<file path="src/pkg/wde_pkg.sv">
package wde_pkg;

    // ----------------------------------------
    // register map
    // ----------------------------------------
    localparam logic [7:0] WDE_DOG_CTL_ADDR = 8'h0a;
    localparam logic [7:0] WDE_EVT_CTL_ADDR = 8'h0b;
    localparam logic [7:0] WDE_DOG_CTL_RST = 8'h00;
    localparam logic [7:0] WDE_EVT_CTL_RST = 8'h00;

    // watchdog_control fields
    localparam int WDE_DOG_EN_BIT = 7;
    localparam int WDE_DOG_FLAG_BIT = 6;
    localparam int WDE_DOG_DLY_BIT = 5;
    localparam int WDE_DOG_PWS_BIT = 4;
    localparam int WDE_DOG_PER_MSB = 3;
    localparam int WDE_DOG_PER_LSB = 0;

    // event_control fields
    localparam int WDE_FAST_FLAG_BIT = 7;
    localparam int WDE_SLOW_FLAG_BIT = 6;
    localparam int WDE_FAST_EN_BIT = 5;
    localparam int WDE_SLOW_EN_BIT = 4;
    localparam int WDE_CLR_IN_BIT = 3;
    localparam int WDE_DEB_SEL_BIT = 2;
    localparam int WDE_CNT_SEL_MSB = 1;
    localparam int WDE_CNT_SEL_LSB = 0;

    // ----------------------------------------
    // oscillator cycle counts
    // ----------------------------------------
    localparam int WDE_DOG_CW = 22;
    localparam logic [21:0] WDE_DELAY_CYC = 22'h200000;
    localparam logic [12:0] WDE_PULSE_SHORT = 13'h0004;
    localparam logic [12:0] WDE_PULSE_LONG = 13'h1000;
    localparam logic [13:0] WDE_WINDOW_CYC = 14'h2000;
    localparam logic [14:0] WDE_DEB_SHORT = 15'h0400;
    localparam logic [14:0] WDE_DEB_LONG = 15'h4000;

    // reserved codes 1xxx alias onto the low three bits
    function automatic logic [21:0] wde_dog_period(input logic [2:0] sel);
        case (sel)
            3'h0: wde_dog_period = 22'h000020;
            3'h1: wde_dog_period = 22'h000200;
            3'h2: wde_dog_period = 22'h000800;
            3'h3: wde_dog_period = 22'h001000;
            3'h4: wde_dog_period = 22'h008000;
            3'h5: wde_dog_period = 22'h080000;
            3'h6: wde_dog_period = 22'h100000;
            default: wde_dog_period = 22'h200000;
        endcase
    endfunction : wde_dog_period

    function automatic logic [5:0] wde_edges_needed(input logic [1:0] sel);
        case (sel)
            2'h0: wde_edges_needed = 6'h01;
            2'h1: wde_edges_needed = 6'h04;
            2'h2: wde_edges_needed = 6'h10;
            default: wde_edges_needed = 6'h20;
        endcase
    endfunction : wde_edges_needed

endpackage : wde_pkg

</file>
<file path="src/pkg/wde_ev_if.sv">
`timescale 1ns/1ns
interface wde_ev_if;
    logic tick;
    logic fast_on;
    logic slow_on;
    logic deb_sel;
    logic [1:0] cnt_sel;
    logic fast_edge;
    logic fast_hit;
    logic slow_hit;
    modport core (
        output tick,
        output fast_on,
        output slow_on,
        output deb_sel,
        output cnt_sel,
        input fast_edge,
        input fast_hit,
        input slow_hit
    );
    modport det (
        input tick,
        input fast_on,
        input slow_on,
        input deb_sel,
        input cnt_sel,
        output fast_edge,
        output fast_hit,
        output slow_hit
    );
endinterface : wde_ev_if

</file>
<file path="src/wde_evdet.sv">
`timescale 1ns/1ns
module wde_evdet
    import wde_pkg::*;
(
    input wire logic mclk,
    input wire logic nrst,
    input wire logic fast_event_input,
    input wire logic slow_event_input,
    wde_ev_if.det ev
);

    // ----------------------------------------
    // input synchronisers
    // ----------------------------------------
    logic fs1_reg, fs2_reg, fs3_reg;
    logic ss1_reg, ss2_reg;
    logic fast_edge;

    always_ff @(posedge mclk or negedge nrst)
    begin
        if (!nrst)
        begin
            fs1_reg <= 1'b0;
            fs2_reg <= 1'b0;
            fs3_reg <= 1'b0;
            ss1_reg <= 1'b0;
            ss2_reg <= 1'b0;
        end
        else
        begin
            fs1_reg <= fast_event_input;
            fs2_reg <= fs1_reg;
            fs3_reg <= fs2_reg;
            ss1_reg <= slow_event_input;
            ss2_reg <= ss1_reg;
        end
    end

    // both directions count as one transition
    assign fast_edge = fs2_reg ^ fs3_reg;

    // ----------------------------------------
    // fast edge counter with window
    // ----------------------------------------
    logic [5:0] ecnt_reg;
    logic [13:0] win_reg;
    logic [5:0] ecnt_inc;
    logic fast_done;
    logic fast_hit_reg, fast_edge_reg;

    assign ecnt_inc = 6'(ecnt_reg + 6'h01);
    assign fast_done = fast_edge && (ecnt_inc == wde_edges_needed(ev.cnt_sel));

    always_ff @(posedge mclk or negedge nrst)
    begin
        if (!nrst)
        begin
            ecnt_reg <= 6'h00;
            win_reg <= 14'h0000;
        end
        else if (!ev.fast_on)
        begin
            ecnt_reg <= 6'h00;
            win_reg <= 14'h0000;
        end
        else if (fast_edge)
        begin
            ecnt_reg <= fast_done ? 6'h00 : ecnt_inc;
            if (ecnt_reg == 6'h00)
                win_reg <= 14'h0000;
        end
        // window only advances on oscillator ticks
        else if (ecnt_reg != 6'h00 && ev.tick)
        begin
            if (win_reg == 14'(WDE_WINDOW_CYC - 14'h0001))
            begin
                ecnt_reg <= 6'h00;
                win_reg <= 14'h0000;
            end
            else
                win_reg <= 14'(win_reg + 14'h0001);
        end
    end

    always_ff @(posedge mclk or negedge nrst)
    begin
        if (!nrst)
        begin
            fast_hit_reg <= 1'b0;
            fast_edge_reg <= 1'b0;
        end
        else
        begin
            fast_hit_reg <= ev.fast_on && fast_done;
            fast_edge_reg <= fast_edge;
        end
    end

    // ----------------------------------------
    // slow debounce
    // ----------------------------------------
    logic lvl_reg;
    logic [14:0] dcnt_reg;
    logic slow_hit_reg;
    logic [14:0] deb_per;

    assign deb_per = ev.deb_sel ? WDE_DEB_LONG : WDE_DEB_SHORT;

    always_ff @(posedge mclk or negedge nrst)
    begin
        if (!nrst)
        begin
            lvl_reg <= 1'b0;
            dcnt_reg <= 15'h0000;
            slow_hit_reg <= 1'b0;
        end
        else
        begin
            slow_hit_reg <= 1'b0;
            if (!ev.slow_on)
            begin
                lvl_reg <= ss2_reg;
                dcnt_reg <= 15'h0000;
            end
            // back at the old level: abandon without a flag
            else if (ss2_reg == lvl_reg)
                dcnt_reg <= 15'h0000;
            // expiry needs oscillator ticks
            else if (ev.tick)
            begin
                if (dcnt_reg == 15'(deb_per - 15'h0001))
                begin
                    lvl_reg <= ss2_reg;
                    dcnt_reg <= 15'h0000;
                    slow_hit_reg <= 1'b1;
                end
                else
                    dcnt_reg <= 15'(dcnt_reg + 15'h0001);
            end
        end
    end

    assign ev.fast_hit = fast_hit_reg;
    assign ev.fast_edge = fast_edge_reg;
    assign ev.slow_hit = slow_hit_reg;

endmodule : wde_evdet

</file>
<file path="src/wde_top.sv">
`timescale 1ns/1ns
// Contract
// - at timeout set the dog flag and pulse the dog pin low once
// - pulse width select picks 4 or 4096 oscillator cycles
// - dog pulse is produced whatever alarms share the pin
// - period field picks 32 up to 2097152 cycles; 1xxx reserved
// - delay enable waits 2097152 cycles after each restart before counting
// - clear instruction from the host restarts the dog count
// - turning the enable off then on clears the count
// - dog flag holds until written clear; clearing it restarts the dog
// - dog enable is cleared while on backup power
// - both event detectors are off while on backup power
// - fast detector counts both edge directions, sets flag, asserts irq
// - count select needs 1, 4, 16 or 32 edges
// - edge count restarts if not reached within 8192 cycles
// - window expiry needs the oscillator running
// - clear-by-input: each fast edge clears dog, fast detector disabled
// - debounce select picks 1024 or 16384 cycles
// - any slow edge starts debounce; expiry sets flag and asserts irq
// - return to prior level before expiry abandons count, flag unchanged
// - debounce never expires while the oscillator is stopped
// - dog never times out while the oscillator is stopped
// - event flags stay set until software writes them clear
// - irq low while any enabled event flag is set
module wde_top
    import wde_pkg::*;
#(
    parameter logic [21:0] DELAY_CYC = WDE_DELAY_CYC
)
(
    input wire logic mclk,
    input wire logic nrst,
    input wire logic osc_tick,
    input wire logic on_backup,
    input wire logic clear_dog_instruction,
    input wire logic reg_wr,
    input wire logic reg_rd,
    input wire logic [7:0] reg_addr,
    input wire logic [7:0] reg_wdata,
    output logic [7:0] reg_rdata,
    input wire logic fast_event_input,
    input wire logic slow_event_input,
    output logic dog_output_pin_n,
    output logic irq_n
);

    // ----------------------------------------
    // declarations
    // ----------------------------------------
    typedef enum logic [1:0] {
        WDE_WD_OFF,
        WDE_WD_DELAY,
        WDE_WD_COUNT,
        WDE_WD_TRIPPED
    } wde_wd_state_t;

    wde_ev_if ev ();

    logic dog_enable_reg;
    logic dog_timeout_flag_reg;
    logic dog_startup_delay_en_reg;
    logic dog_pulse_width_sel_reg;
    logic [3:0] dog_period_sel_reg;
    logic fast_event_flag_reg;
    logic slow_event_flag_reg;
    logic fast_event_enable_reg;
    logic slow_event_enable_reg;
    logic fast_input_clears_dog_reg;
    logic debounce_period_sel_reg;
    logic [1:0] fast_edge_count_sel_reg;
    logic [7:0] reg_rdata_reg;

    wde_wd_state_t wd_state_reg;
    logic [21:0] wd_cnt_reg;
    logic dog_en_prev_reg;
    logic [12:0] pulse_cnt_reg;
    logic pulse_on_reg;
    logic dog_pin_n_reg;
    logic irq_n_reg;

    logic wr_dog;
    logic wr_evt;
    logic dog_flag_clr;
    logic fast_flag_clr;
    logic slow_flag_clr;
    logic dog_restart;
    logic dog_timeout;
    logic [21:0] dog_period;
    logic [12:0] pulse_len;

    // ----------------------------------------
    // register write decode
    // ----------------------------------------
    assign wr_dog = reg_wr && (reg_addr == WDE_DOG_CTL_ADDR);
    assign wr_evt = reg_wr && (reg_addr == WDE_EVT_CTL_ADDR);

    // flags are cleared by writing zero; a one written is ignored
    assign dog_flag_clr = wr_dog && !reg_wdata[WDE_DOG_FLAG_BIT];
    assign fast_flag_clr = wr_evt && !reg_wdata[WDE_FAST_FLAG_BIT];
    assign slow_flag_clr = wr_evt && !reg_wdata[WDE_SLOW_FLAG_BIT];

    always_ff @(posedge mclk or negedge nrst)
    begin
        if (!nrst)
        begin
            dog_enable_reg <= WDE_DOG_CTL_RST[WDE_DOG_EN_BIT];
            dog_startup_delay_en_reg <= WDE_DOG_CTL_RST[WDE_DOG_DLY_BIT];
            dog_pulse_width_sel_reg <= WDE_DOG_CTL_RST[WDE_DOG_PWS_BIT];
            dog_period_sel_reg <= WDE_DOG_CTL_RST[WDE_DOG_PER_MSB:WDE_DOG_PER_LSB];
        end
        else
        begin
            if (wr_dog)
            begin
                dog_enable_reg <= reg_wdata[WDE_DOG_EN_BIT];
                dog_startup_delay_en_reg <= reg_wdata[WDE_DOG_DLY_BIT];
                dog_pulse_width_sel_reg <= reg_wdata[WDE_DOG_PWS_BIT];
                dog_period_sel_reg <= reg_wdata[WDE_DOG_PER_MSB:WDE_DOG_PER_LSB];
            end
            // backup supply forces the dog off, and wins over a write
            if (on_backup)
                dog_enable_reg <= 1'b0;
        end
    end

    always_ff @(posedge mclk or negedge nrst)
    begin
        if (!nrst)
        begin
            fast_event_enable_reg <= WDE_EVT_CTL_RST[WDE_FAST_EN_BIT];
            slow_event_enable_reg <= WDE_EVT_CTL_RST[WDE_SLOW_EN_BIT];
            fast_input_clears_dog_reg <= WDE_EVT_CTL_RST[WDE_CLR_IN_BIT];
            debounce_period_sel_reg <= WDE_EVT_CTL_RST[WDE_DEB_SEL_BIT];
            fast_edge_count_sel_reg <= WDE_EVT_CTL_RST[WDE_CNT_SEL_MSB:WDE_CNT_SEL_LSB];
        end
        else if (wr_evt)
        begin
            fast_event_enable_reg <= reg_wdata[WDE_FAST_EN_BIT];
            slow_event_enable_reg <= reg_wdata[WDE_SLOW_EN_BIT];
            fast_input_clears_dog_reg <= reg_wdata[WDE_CLR_IN_BIT];
            debounce_period_sel_reg <= reg_wdata[WDE_DEB_SEL_BIT];
            fast_edge_count_sel_reg <= reg_wdata[WDE_CNT_SEL_MSB:WDE_CNT_SEL_LSB];
        end
    end

    // ----------------------------------------
    // sticky flags: a set in the clearing cycle wins
    // ----------------------------------------
    always_ff @(posedge mclk or negedge nrst)
    begin
        if (!nrst)
        begin
            dog_timeout_flag_reg <= WDE_DOG_CTL_RST[WDE_DOG_FLAG_BIT];
            fast_event_flag_reg <= WDE_EVT_CTL_RST[WDE_FAST_FLAG_BIT];
            slow_event_flag_reg <= WDE_EVT_CTL_RST[WDE_SLOW_FLAG_BIT];
        end
        else
        begin
            dog_timeout_flag_reg <= dog_timeout || (dog_timeout_flag_reg && !dog_flag_clr);
            fast_event_flag_reg <= ev.fast_hit || (fast_event_flag_reg && !fast_flag_clr);
            slow_event_flag_reg <= ev.slow_hit || (slow_event_flag_reg && !slow_flag_clr);
        end
    end

    // ----------------------------------------
    // register read port
    // ----------------------------------------
    always_ff @(posedge mclk or negedge nrst)
    begin
        if (!nrst)
            reg_rdata_reg <= 8'h00;
        else if (reg_rd)
        begin
            case (reg_addr)
                WDE_DOG_CTL_ADDR: reg_rdata_reg <= {dog_enable_reg, dog_timeout_flag_reg,
                    dog_startup_delay_en_reg, dog_pulse_width_sel_reg, dog_period_sel_reg};
                WDE_EVT_CTL_ADDR: reg_rdata_reg <= {fast_event_flag_reg, slow_event_flag_reg,
                    fast_event_enable_reg, slow_event_enable_reg, fast_input_clears_dog_reg,
                    debounce_period_sel_reg, fast_edge_count_sel_reg};
                default: reg_rdata_reg <= 8'h00;
            endcase
        end
    end

    // ----------------------------------------
    // event detector hookup
    // ----------------------------------------
    assign ev.tick = osc_tick;
    // bypass mode and backup supply both shut the fast detector
    assign ev.fast_on = fast_event_enable_reg && !fast_input_clears_dog_reg && !on_backup;
    assign ev.slow_on = slow_event_enable_reg && !on_backup;
    assign ev.deb_sel = debounce_period_sel_reg;
    assign ev.cnt_sel = fast_edge_count_sel_reg;

    wde_evdet u_evdet (
        .mclk(mclk),
        .nrst(nrst),
        .fast_event_input(fast_event_input),
        .slow_event_input(slow_event_input),
        .ev(ev)
    );

    // ----------------------------------------
    // watchdog counter
    // ----------------------------------------
    assign dog_period = wde_dog_period(dog_period_sel_reg[2:0]);

    // any of the four clear sources restarts the count
    assign dog_restart = clear_dog_instruction
        || (fast_input_clears_dog_reg && ev.fast_edge)
        || (dog_enable_reg && !dog_en_prev_reg)
        || (dog_flag_clr && dog_timeout_flag_reg);

    // a clear landing on the last tick still saves the system
    assign dog_timeout = dog_enable_reg && !dog_restart && osc_tick
        && (wd_state_reg == WDE_WD_COUNT)
        && (wd_cnt_reg == 22'(dog_period - 22'h000001));

    always_ff @(posedge mclk or negedge nrst)
    begin
        if (!nrst)
            dog_en_prev_reg <= 1'b0;
        else
            dog_en_prev_reg <= dog_enable_reg;
    end

    always_ff @(posedge mclk or negedge nrst)
    begin
        if (!nrst)
        begin
            wd_state_reg <= WDE_WD_OFF;
            wd_cnt_reg <= 22'h000000;
        end
        else if (!dog_enable_reg)
        begin
            wd_state_reg <= WDE_WD_OFF;
            wd_cnt_reg <= 22'h000000;
        end
        else if (dog_restart || wd_state_reg == WDE_WD_OFF)
        begin
            wd_cnt_reg <= 22'h000000;
            wd_state_reg <= dog_startup_delay_en_reg ? WDE_WD_DELAY : WDE_WD_COUNT;
        end
        else
        begin
            case (wd_state_reg)
                WDE_WD_DELAY:
                begin
                    if (osc_tick)
                    begin
                        if (wd_cnt_reg == 22'(DELAY_CYC - 22'h000001))
                        begin
                            wd_cnt_reg <= 22'h000000;
                            wd_state_reg <= WDE_WD_COUNT;
                        end
                        else
                            wd_cnt_reg <= 22'(wd_cnt_reg + 22'h000001);
                    end
                end
                WDE_WD_COUNT:
                begin
                    if (dog_timeout)
                    begin
                        wd_cnt_reg <= 22'h000000;
                        wd_state_reg <= WDE_WD_TRIPPED;
                    end
                    else if (osc_tick)
                        wd_cnt_reg <= 22'(wd_cnt_reg + 22'h000001);
                end
                // parked until any restart source fires: flag clear, clear instruction, fast edge or re-enable
                WDE_WD_TRIPPED: wd_cnt_reg <= 22'h000000;
                default: wd_state_reg <= WDE_WD_OFF;
            endcase
        end
    end

    // ----------------------------------------
    // dog output pulse
    // ----------------------------------------
    assign pulse_len = dog_pulse_width_sel_reg ? WDE_PULSE_LONG : WDE_PULSE_SHORT;

    // no alarm routing enters here, so the pulse always reaches the pin
    always_ff @(posedge mclk or negedge nrst)
    begin
        if (!nrst)
        begin
            pulse_on_reg <= 1'b0;
            pulse_cnt_reg <= 13'h0000;
            dog_pin_n_reg <= 1'b1;
        end
        else if (dog_timeout)
        begin
            pulse_on_reg <= 1'b1;
            pulse_cnt_reg <= 13'h0000;
            dog_pin_n_reg <= 1'b0;
        end
        else if (pulse_on_reg && osc_tick)
        begin
            if (pulse_cnt_reg == 13'(pulse_len - 13'h0001))
            begin
                pulse_on_reg <= 1'b0;
                dog_pin_n_reg <= 1'b1;
            end
            else
                pulse_cnt_reg <= 13'(pulse_cnt_reg + 13'h0001);
        end
    end

    // ----------------------------------------
    // interrupt pin
    // ----------------------------------------
    always_ff @(posedge mclk or negedge nrst)
    begin
        if (!nrst)
            irq_n_reg <= 1'b1;
        else
            irq_n_reg <= !((fast_event_flag_reg && ev.fast_on)
                || (slow_event_flag_reg && ev.slow_on));
    end

    assign reg_rdata = reg_rdata_reg;
    assign dog_output_pin_n = dog_pin_n_reg;
    assign irq_n = irq_n_reg;

endmodule : wde_top

</file>
<file path="config.mk">
export PLATFORM = sky130hd
export DESIGN_NAME = wde_top
export DESIGN_NICKNAME = d
export VERILOG_FILES = /design/src/pkg/wde_pkg.sv /design/src/pkg/wde_ev_if.sv /design/src/wde_evdet.sv /design/src/wde_top.sv
export SDC_FILE = /design/constraint.sdc
export NUM_CORES = 1
export LEC_CHECK = 0
export BUFFER_PORTS_ARGS = -buffer_cell sky130_fd_sc_hd__buf_4
export CORE_ASPECT_RATIO = 0.5
export CORE_MARGIN = 5
export CORE_UTILIZATION = 60
export DETAILED_ROUTE_END_ITERATION = 7
export PLACE_DENSITY = 0.79
export SLEW_MARGIN = 10
export SYNTH_ARGS = -nofsm -noshare
export SYNTH_HDL_FRONTEND = slang
export SYNTH_HIERARCHICAL = 1
export SYNTH_SLANG_ARGS = --single-unit
</file>
<file path="constraint.sdc">
create_clock -name mclk -period 4.6 [get_ports mclk]
set_input_delay 0.69 -clock mclk [delete_from_list [all_inputs] [get_ports mclk]]
set_output_delay 0.69 -clock mclk [all_outputs]
set_load 0.005 [all_outputs]
</file>
### Word-level counts from Yosys, hierarchy flattened

Cells that the tools add are included.

| word-level totals | value |
|---|---|
| flip-flop bits (word level) | 109 |
| bits in latches | 0 |
| bits in writable memories | 0 |
| ROM bits | 0 |
| bits of input ports | 25 |
| logic and storage cells | 184 |
| memories | 0 |

| operators by class | value |
|---|---|
| $add $sub $neg | 8 |
| multiply operators | 0 |
| divide/modulo/power cells | 0 |
| magnitude comparators | 0 |
| eq/ne operators | 34 |
| shifts and indexed selects | 0 |
| mux-type cells | 52 |
| bitwise logic cells | 1 |
| reductions and logical operators | 57 |

Operator list:

| cell | count |
|---|---|
| case mux 22 bit (7 select lines) | 1 |
| two-way mux 22 bit | 6 |
| two-way mux 15 bit | 5 |
| two-way mux 14 bit | 5 |
| case mux 22 bit (3 select lines) | 1 |
| two-way mux 13 bit | 4 |
| two-way mux 6 bit | 5 |
| logical AND 1 bit | 24 |
| adder 22 x 1 -> 22 bit (second input constant) | 1 |
| equality test 22 x 21 -> 1 bit (second input constant) | 1 |
| equality test 22 bit | 1 |
| subtractor 22 x 1 -> 22 bit (second input constant) | 1 |
| case mux 6 bit (3 select lines) | 1 |
| equality test 8 x 4 -> 1 bit (second input constant) | 2 |
| two-way mux 1 bit | 16 |
| case mux 8 bit (2 select lines) | 1 |
| adder 15 x 1 -> 15 bit (second input constant) | 1 |
| equality test 15 bit | 1 |
| subtractor 15 x 1 -> 15 bit (second input constant) | 1 |
| adder 14 x 1 -> 14 bit (second input constant) | 1 |
| equality test 14 x 13 -> 1 bit (second input constant) | 1 |
| adder 13 x 1 -> 13 bit (second input constant) | 1 |
| equality test 13 bit | 1 |
| subtractor 13 x 1 -> 13 bit (second input constant) | 1 |
| other kinds (30) | 69 |

### Logic depth before layout (Yosys ltp)

| logic depth | value |
|---|---|
| depth in word-level cells | 14 |
| gate-level depth with buffers | 12 |
| mapped depth without buffers | 10 |

### Hierarchy

Netlist, hierarchy kept.

Modules (own cells, without submodules):

| module | times used | cells an instance | area each (µm²) | sequential area each (µm²) |
|---|---|---|---|---|
| wde_top | 1 | 416 | 3881.2 | 1629.1 |
| wde_evdet | 1 | 249 | 2328.5 | 1101.1 |

### Least setup slack after synthesis

OpenSTA, ideal clock, no wires.

| timing path | value |
|---|---|
| path type | reg-to-reg |
| start point | register dog_period_sel_reg[1] |
| end point | register wd_cnt_reg[21] |
| library setup time | 0.092 ns |
| data arrival time | 2.698 ns |
| setup slack | 1.811 ns |
| stages on the path, launching flop included | 13 |
| path buffers | 2 |
| clock period less this slack | 2.789 ns |
| path through | dfrtp_1 -> clkbuf_1 -> nor3_1 -> inv_1 -> ha_1 -> nand3b_1 -> a21oi_1 -> or4_1 -> nand2_1 -> nor3_2 -> or3_1 -> buf_2 -> o31ai_2 |

| on the way | value |
|---|---|
| longest elaborated chain between the ends | 9 |

RTL lines:

| element | RTL line | source |
|---|---|---|
| from (decl) | wde_top.sv:63 | `logic [3:0] dog_period_sel_reg;` |
| from (signal assigned) | wde_top.sv:109 | `dog_period_sel_reg <= WDE_DOG_CTL_RST[WDE_DOG_PER_MSB:WDE_DOG_PER_LSB];` |
| from (signal assigned) | wde_top.sv:118 | `dog_period_sel_reg <= reg_wdata[WDE_DOG_PER_MSB:WDE_DOG_PER_LSB];` |
| equality test 3 bit (tied with other cells) | wde_pkg.sv:42 | `case (sel)` |
| case mux 22 bit (7 select lines) (*) | wde_pkg.sv:42 |  |
| subtractor 22 x 1 -> 22 bit (*) | wde_top.sv:217 | `&& (wd_cnt_reg == 22'(dog_period - 22'h000001));` |
| equality test 22 bit (*) | wde_top.sv:217 |  |
| logical AND 1 bit (*) | wde_top.sv:217 |  |
| two-way mux 22 bit | wde_top.sv:262 | `if (dog_timeout)` |
| case mux 22 bit (3 select lines) | wde_top.sv:246 | `case (wd_state_reg)` |
| two-way mux 22 bit | wde_top.sv:239 | `else if (dog_restart \|\| wd_state_reg == WDE_WD_OFF)` |
| two-way mux 22 bit | wde_top.sv:234 | `else if (!dog_enable_reg)` |
| to (signal assigned) | wde_top.sv:257 | `wd_cnt_reg <= 22'(wd_cnt_reg + 22'h000001);` |
| to (signal assigned) | wde_top.sv:268 | `wd_cnt_reg <= 22'(wd_cnt_reg + 22'h000001);` |
| to (decl) | wde_top.sv:74 | `logic [21:0] wd_cnt_reg;` |

Mark *: on every way between the ends. The rest lies on a longest branch, timed or not.
A chain may end at the register's enable or synchronous reset.

### Worst setup path in the final report

| timing path | value |
|---|---|
| start point | register dog_period_sel_reg[2] |
| end point | register wd_cnt_reg[21] |

Same word-level chain as after synthesis.

==> metrics.txt <==
# TYPE chip_impl_metric gauge
chip_impl_metric{name="floorplan.initialDensity",unit="%"} 61.2
chip_impl_metric{name="n_antenna_cell",unit=""} 0
chip_impl_metric{name="grt_use_total",unit="%"} 23.3
chip_impl_info{name="start_kind",value="register"} 1
chip_impl_info{name="cp_class",value="register to register"} 1
chip_impl_metric{name="post-synth-top-area-fraction",unit="%"} 43.1
chip_impl_metric{name="power.sequential.fraction",unit="%"} 54.2
chip_impl_metric{name="setup_violations",unit=""} 0
chip_impl_metric{name="irDropWorstVdd",unit="mV"} 0.184
chip_impl_metric{name="drt.antenna.violating_nets",unit=""} 0
chip_impl_metric{name="maximum_number_of_pins_on_one_net_before_global_route_repair",unit=""} 79
chip_impl_metric{name="port_buffers",unit=""} 34
chip_impl_info{name="synth_most_common_cell",value="dfrtp_1"} 1
chip_impl_info{name="run_status",value="finished, final reports clean"} 1
chip_impl_metric{name="internal_power",unit="mW"} 1.39
chip_impl_metric{name="setup_buffers_after_cts",unit=""} 0
chip_impl_metric{name="fp.dieArea",unit="mm²"} 0.0126
chip_impl_info{name="synth_ff_type",value="dfrtp_1"} 1
chip_impl_metric{name="placed_cells_incl_taps",unit=""} 815
chip_impl_metric{name="ys_ff_latch",unit=""} 109
chip_impl_metric{name="hold_slack",unit="ns"} 0.350
chip_impl_metric{name="floorplan.rows",unit=""} 26
chip_impl_metric{name="combinationalPowerShare",unit="%"} 5.6
chip_impl_metric{name="hold_violations",unit=""} 0
chip_impl_metric{name="worst-endpoint-required",unit="ns"} 4.85
chip_impl_metric{name="clk-insertion-delay-late",unit="ns"} 0.34
chip_impl_info{name="rsz_0062_raised_after_global_routing",value="no"} 1
chip_impl_metric{name="drtIter0Drc",unit=""} 410
chip_impl_metric{name="async_reset_ff_share",unit="%"} 100
chip_impl_info{name="ys_top_cells_by_area",value="dfrtp_1, nand2_1, o21ai_0, nor2_1, mux2i_1"} 1
chip_impl_metric{name="wl",unit="µm"} 13900
chip_impl_metric{name="cts_max_path_buffers",unit=""} 2
chip_impl_metric{name="num_io_pins",unit=""} 35
chip_impl_metric{name="synth_cell_type_count",unit=""} 77
chip_impl_metric{name="yosysWarningCount",unit=""} 6
chip_impl_info{name="clock_tree_from_tritoncts",value="built"} 1
chip_impl_metric{name="cp.arrival",unit="ns"} 3.59
chip_impl_metric{name="synthCells",unit=""} 665
chip_impl_metric{name="drc_violations_left",unit=""} 0
chip_impl_metric{name="ff2ff_setup_slack",unit="ns"} 1.27
chip_impl_metric{name="ratio_of_cells_with_drive_above_1_in_the_final_layout",unit="%"} 13.5
chip_impl_info{name="hold_class",value="register to register"} 1
chip_impl_metric{name="tritoncts.num_buffers",unit=""} 9
chip_impl_metric{name="measured_slew_at_the_worst_slew_check_pin",unit="ns"} 0.982
chip_impl_metric{name="cp_num_buf_inv",unit=""} 2
chip_impl_metric{name="global_route_wire_length_before_repair",unit="µm"} 24100
chip_impl_info{name="synthDominantAreaCellType",value="dfrtp_1"} 1
chip_impl_metric{name="nNetsFinal",unit=""} 722
chip_impl_metric{name="fill_cells",unit=""} 786
chip_impl_metric{name="ctsHoldBuffers",unit=""} 0
chip_impl_metric{name="switchingPower",unit="mW"} 0.431
chip_impl_metric{name="cts.repair.resized",unit=""} 0
chip_impl_metric{name="globalplace.congestion",unit=""} 0.885
chip_impl_info{name="clock_tree_root_buffer_cell",value="clkbuf_16"} 1
chip_impl_metric{name="die_h",unit="µm"} 81.9
chip_impl_metric{name="final_util",unit="%"} 67.1
chip_impl_metric{name="fin_setup_tns",unit="ns"} 0
chip_impl_metric{name="totalPowerFinal",unit="mW"} 1.82
chip_impl_metric{name="max-slew-margin-rel",unit="%"} 34.5
chip_impl_metric{name="final-instance-count-excl-fill",unit=""} 831
chip_impl_info{name="worst_setup_path_end_kind",value="register"} 1
chip_impl_metric{name="maxCapViolCount",unit=""} 0
chip_impl_metric{name="routed-via-count",unit=""} 5164
chip_impl_metric{name="clkSinkCount",unit=""} 109
chip_impl_metric{name="number_of_flip_flops_in_the_largest_register",unit=""} 22
chip_impl_metric{name="grt_overflow",unit=""} 0
chip_impl_metric{name="period_share",unit="%"} 72.4
chip_impl_metric{name="cts_max_level",unit=""} 3
chip_impl_metric{name="p_per_area",unit="mW/mm²"} 267
chip_impl_metric{name="finalClockSkew",unit="ns"} 0.00575
chip_impl_metric{name="grt_pass1_vias",unit=""} 5086
chip_impl_metric{name="clk_transition_reported_paths",unit="ns"} 0.07
chip_impl_metric{name="crit_path_max_fo",unit=""} 13
chip_impl_metric{name="synth_enable_flop_cells",unit=""} 0
chip_impl_metric{name="netlist_area",unit="mm²"} 0.00621
chip_impl_metric{name="synth.yosys.seq_area_share",unit="%"} 44.0
chip_impl_metric{name="min_period",unit="ns"} 3.33
chip_impl_metric{name="power.switching_fraction",unit="%"} 23.7
chip_impl_metric{name="wl_per_cell",unit="µm"} 16.7
chip_impl_info{name="timing.critical_path.slowest_stage_cell",value="or4_1"} 1
chip_impl_metric{name="power_leakage",unit="nW"} 2.91
chip_impl_metric{name="worst_path_largest_cell_delay",unit="ns"} 0.56
chip_impl_info{name="timing.critical_path.max_delay_family",value="simple AND/OR/NAND/NOR gates"} 1
chip_impl_metric{name="drtPass1Iterations",unit=""} 5
chip_impl_metric{name="post_synth.cell_area_avg",unit="µm²"} 9.34
chip_impl_info{name="timing.critical_path.cells",value="nor3_1 -> inv_1 -> ha_1 -> nand3b_1 -> a21oi_1 -> or4_1 -> nand2_1 -> nor3_2 -> buf_4 -> or3_1 -> o31ai_2"} 1
chip_impl_metric{name="hpwl",unit="µm"} 9580
chip_impl_metric{name="die_w",unit="µm"} 154
chip_impl_metric{name="synthesis.nets",unit=""} 701
chip_impl_metric{name="timing.fmax",unit="GHz"} 0.300
chip_impl_info{name="synthTopCellsByCount",value="dfrtp_1, nand2_1, nor2_1"} 1
chip_impl_metric{name="vias_per_cell",unit=""} 6.21
chip_impl_metric{name="p_clk_share",unit="%"} 40.2
chip_impl_metric{name="max_transition_viols_final",unit=""} 0
chip_impl_metric{name="areaGrowthSynthToFinish",unit="%"} 9.73
chip_impl_metric{name="grt_antenna_before_repair",unit=""} 0
chip_impl_metric{name="core-area",unit="mm²"} 0.0101
## logic make-up (layout without fill, tap and decap cells)
family                   Yosys count  in the layout  share of synthesized area (%)
multiplexers                      29             29                           5.02
buffers and inverters             51             77                           3.49
XOR/XNOR                          23             23                           3.24
adder cells (fa/ha/maj)           12             12                           2.38
AO/OA/AOI/OAI                    155            155                           17.3
AND/OR/NAND/NOR                  286            286                           24.6
flip-flops                       109            109                           44.0
## layer usage
metal  vias up  part of all wire [%]  GRT usage [%]
met5         -                     0              0
met4         0                   1.3           6.52
met3        25                   4.9           4.42
met2       145                    49           41.1
met1      2506                    45           29.9
li1       2488                     -              -
## power groups by stage
stage	Clock, mW	Combinational [mW]	Sequential (mW)
3_5_place_dp	0	0.102	1.00
2_1_floorplan	0	0.0556	0.995
4_1_cts	0.749	0.103	0.983
3_3_place_gp	0	0.0999	1.00
5_1_grt	0.792	0.116	0.986
6_report	0.730	0.102	0.984
## path summary, 6_finish.rpt
check                                       from  cells past startpoint          endpoint
max                        dog_period_sel_reg[2]                     11    wd_cnt_reg[21]
min                              u_evdet/fs1_reg                      0   u_evdet/fs2_reg
max reg2reg                dog_period_sel_reg[2]                     11    wd_cnt_reg[21]
min reg2reg                      u_evdet/fs1_reg                      0   u_evdet/fs2_reg
min in group asynchronous                   nrst                      1     wd_cnt_reg[7]
max in group asynchronous                   nrst                      2  dog_output_pin_n
## cells in the final DEF, fill, tap and decap left out, types with 9 or more instances in the layout
cell / Yosys / final
mux2i_1: 15 / 15
nor3_1: 17 / 17
and3_1: 22 / 22
nand3_1: 26 / 26
o21ai_1: 14 / 14
xor2_1: 13 / 13
xnor2_1: 10 / 10
nor4_1: 9 / 9
buf_4: 3 / 38
a21oi_1: 18 / 18
a31oi_1: 10 / 10
nor2_1: 46 / 46
inv_1: 22 / 22
nand2_1: 74 / 74
nand4_1: 19 / 19
clkbuf_16: 0 / 9
o21ai_0: 42 / 42
mux2_2: 13 / 13
dfrtp_1: 107 / 107
ha_1: 11 / 11
o31ai_1: 15 / 15
nand2b_1: 14 / 14
## area by class of cell
type                            count  area [µm²]  area share, %
Multi-Input combinational cell    505        3260           47.9
Sequential cell                   109        2730           40.1
Timing Repair Buffer               38         285           4.19
Clock buffer                       11         233           3.42
Tap cell                          140         175           2.57
Inverter                           23        86.3           1.27
Clock inverter                      5        41.3          0.606
## metrics by stage
| stage | setup slack (ns) | cell area [µm²] |
|---|---|---|
| after floorplan | 1.81 | 6210 |
| after global placement | 1.45 | 6540 |
| after detailed placement | 1.37 | 6540 |
| after CTS | 1.32 | 6810 |
| after global routing | 1.03 | 6810 |
| final | 1.27 | 6810 |
(Power assumes the default switching activity.)
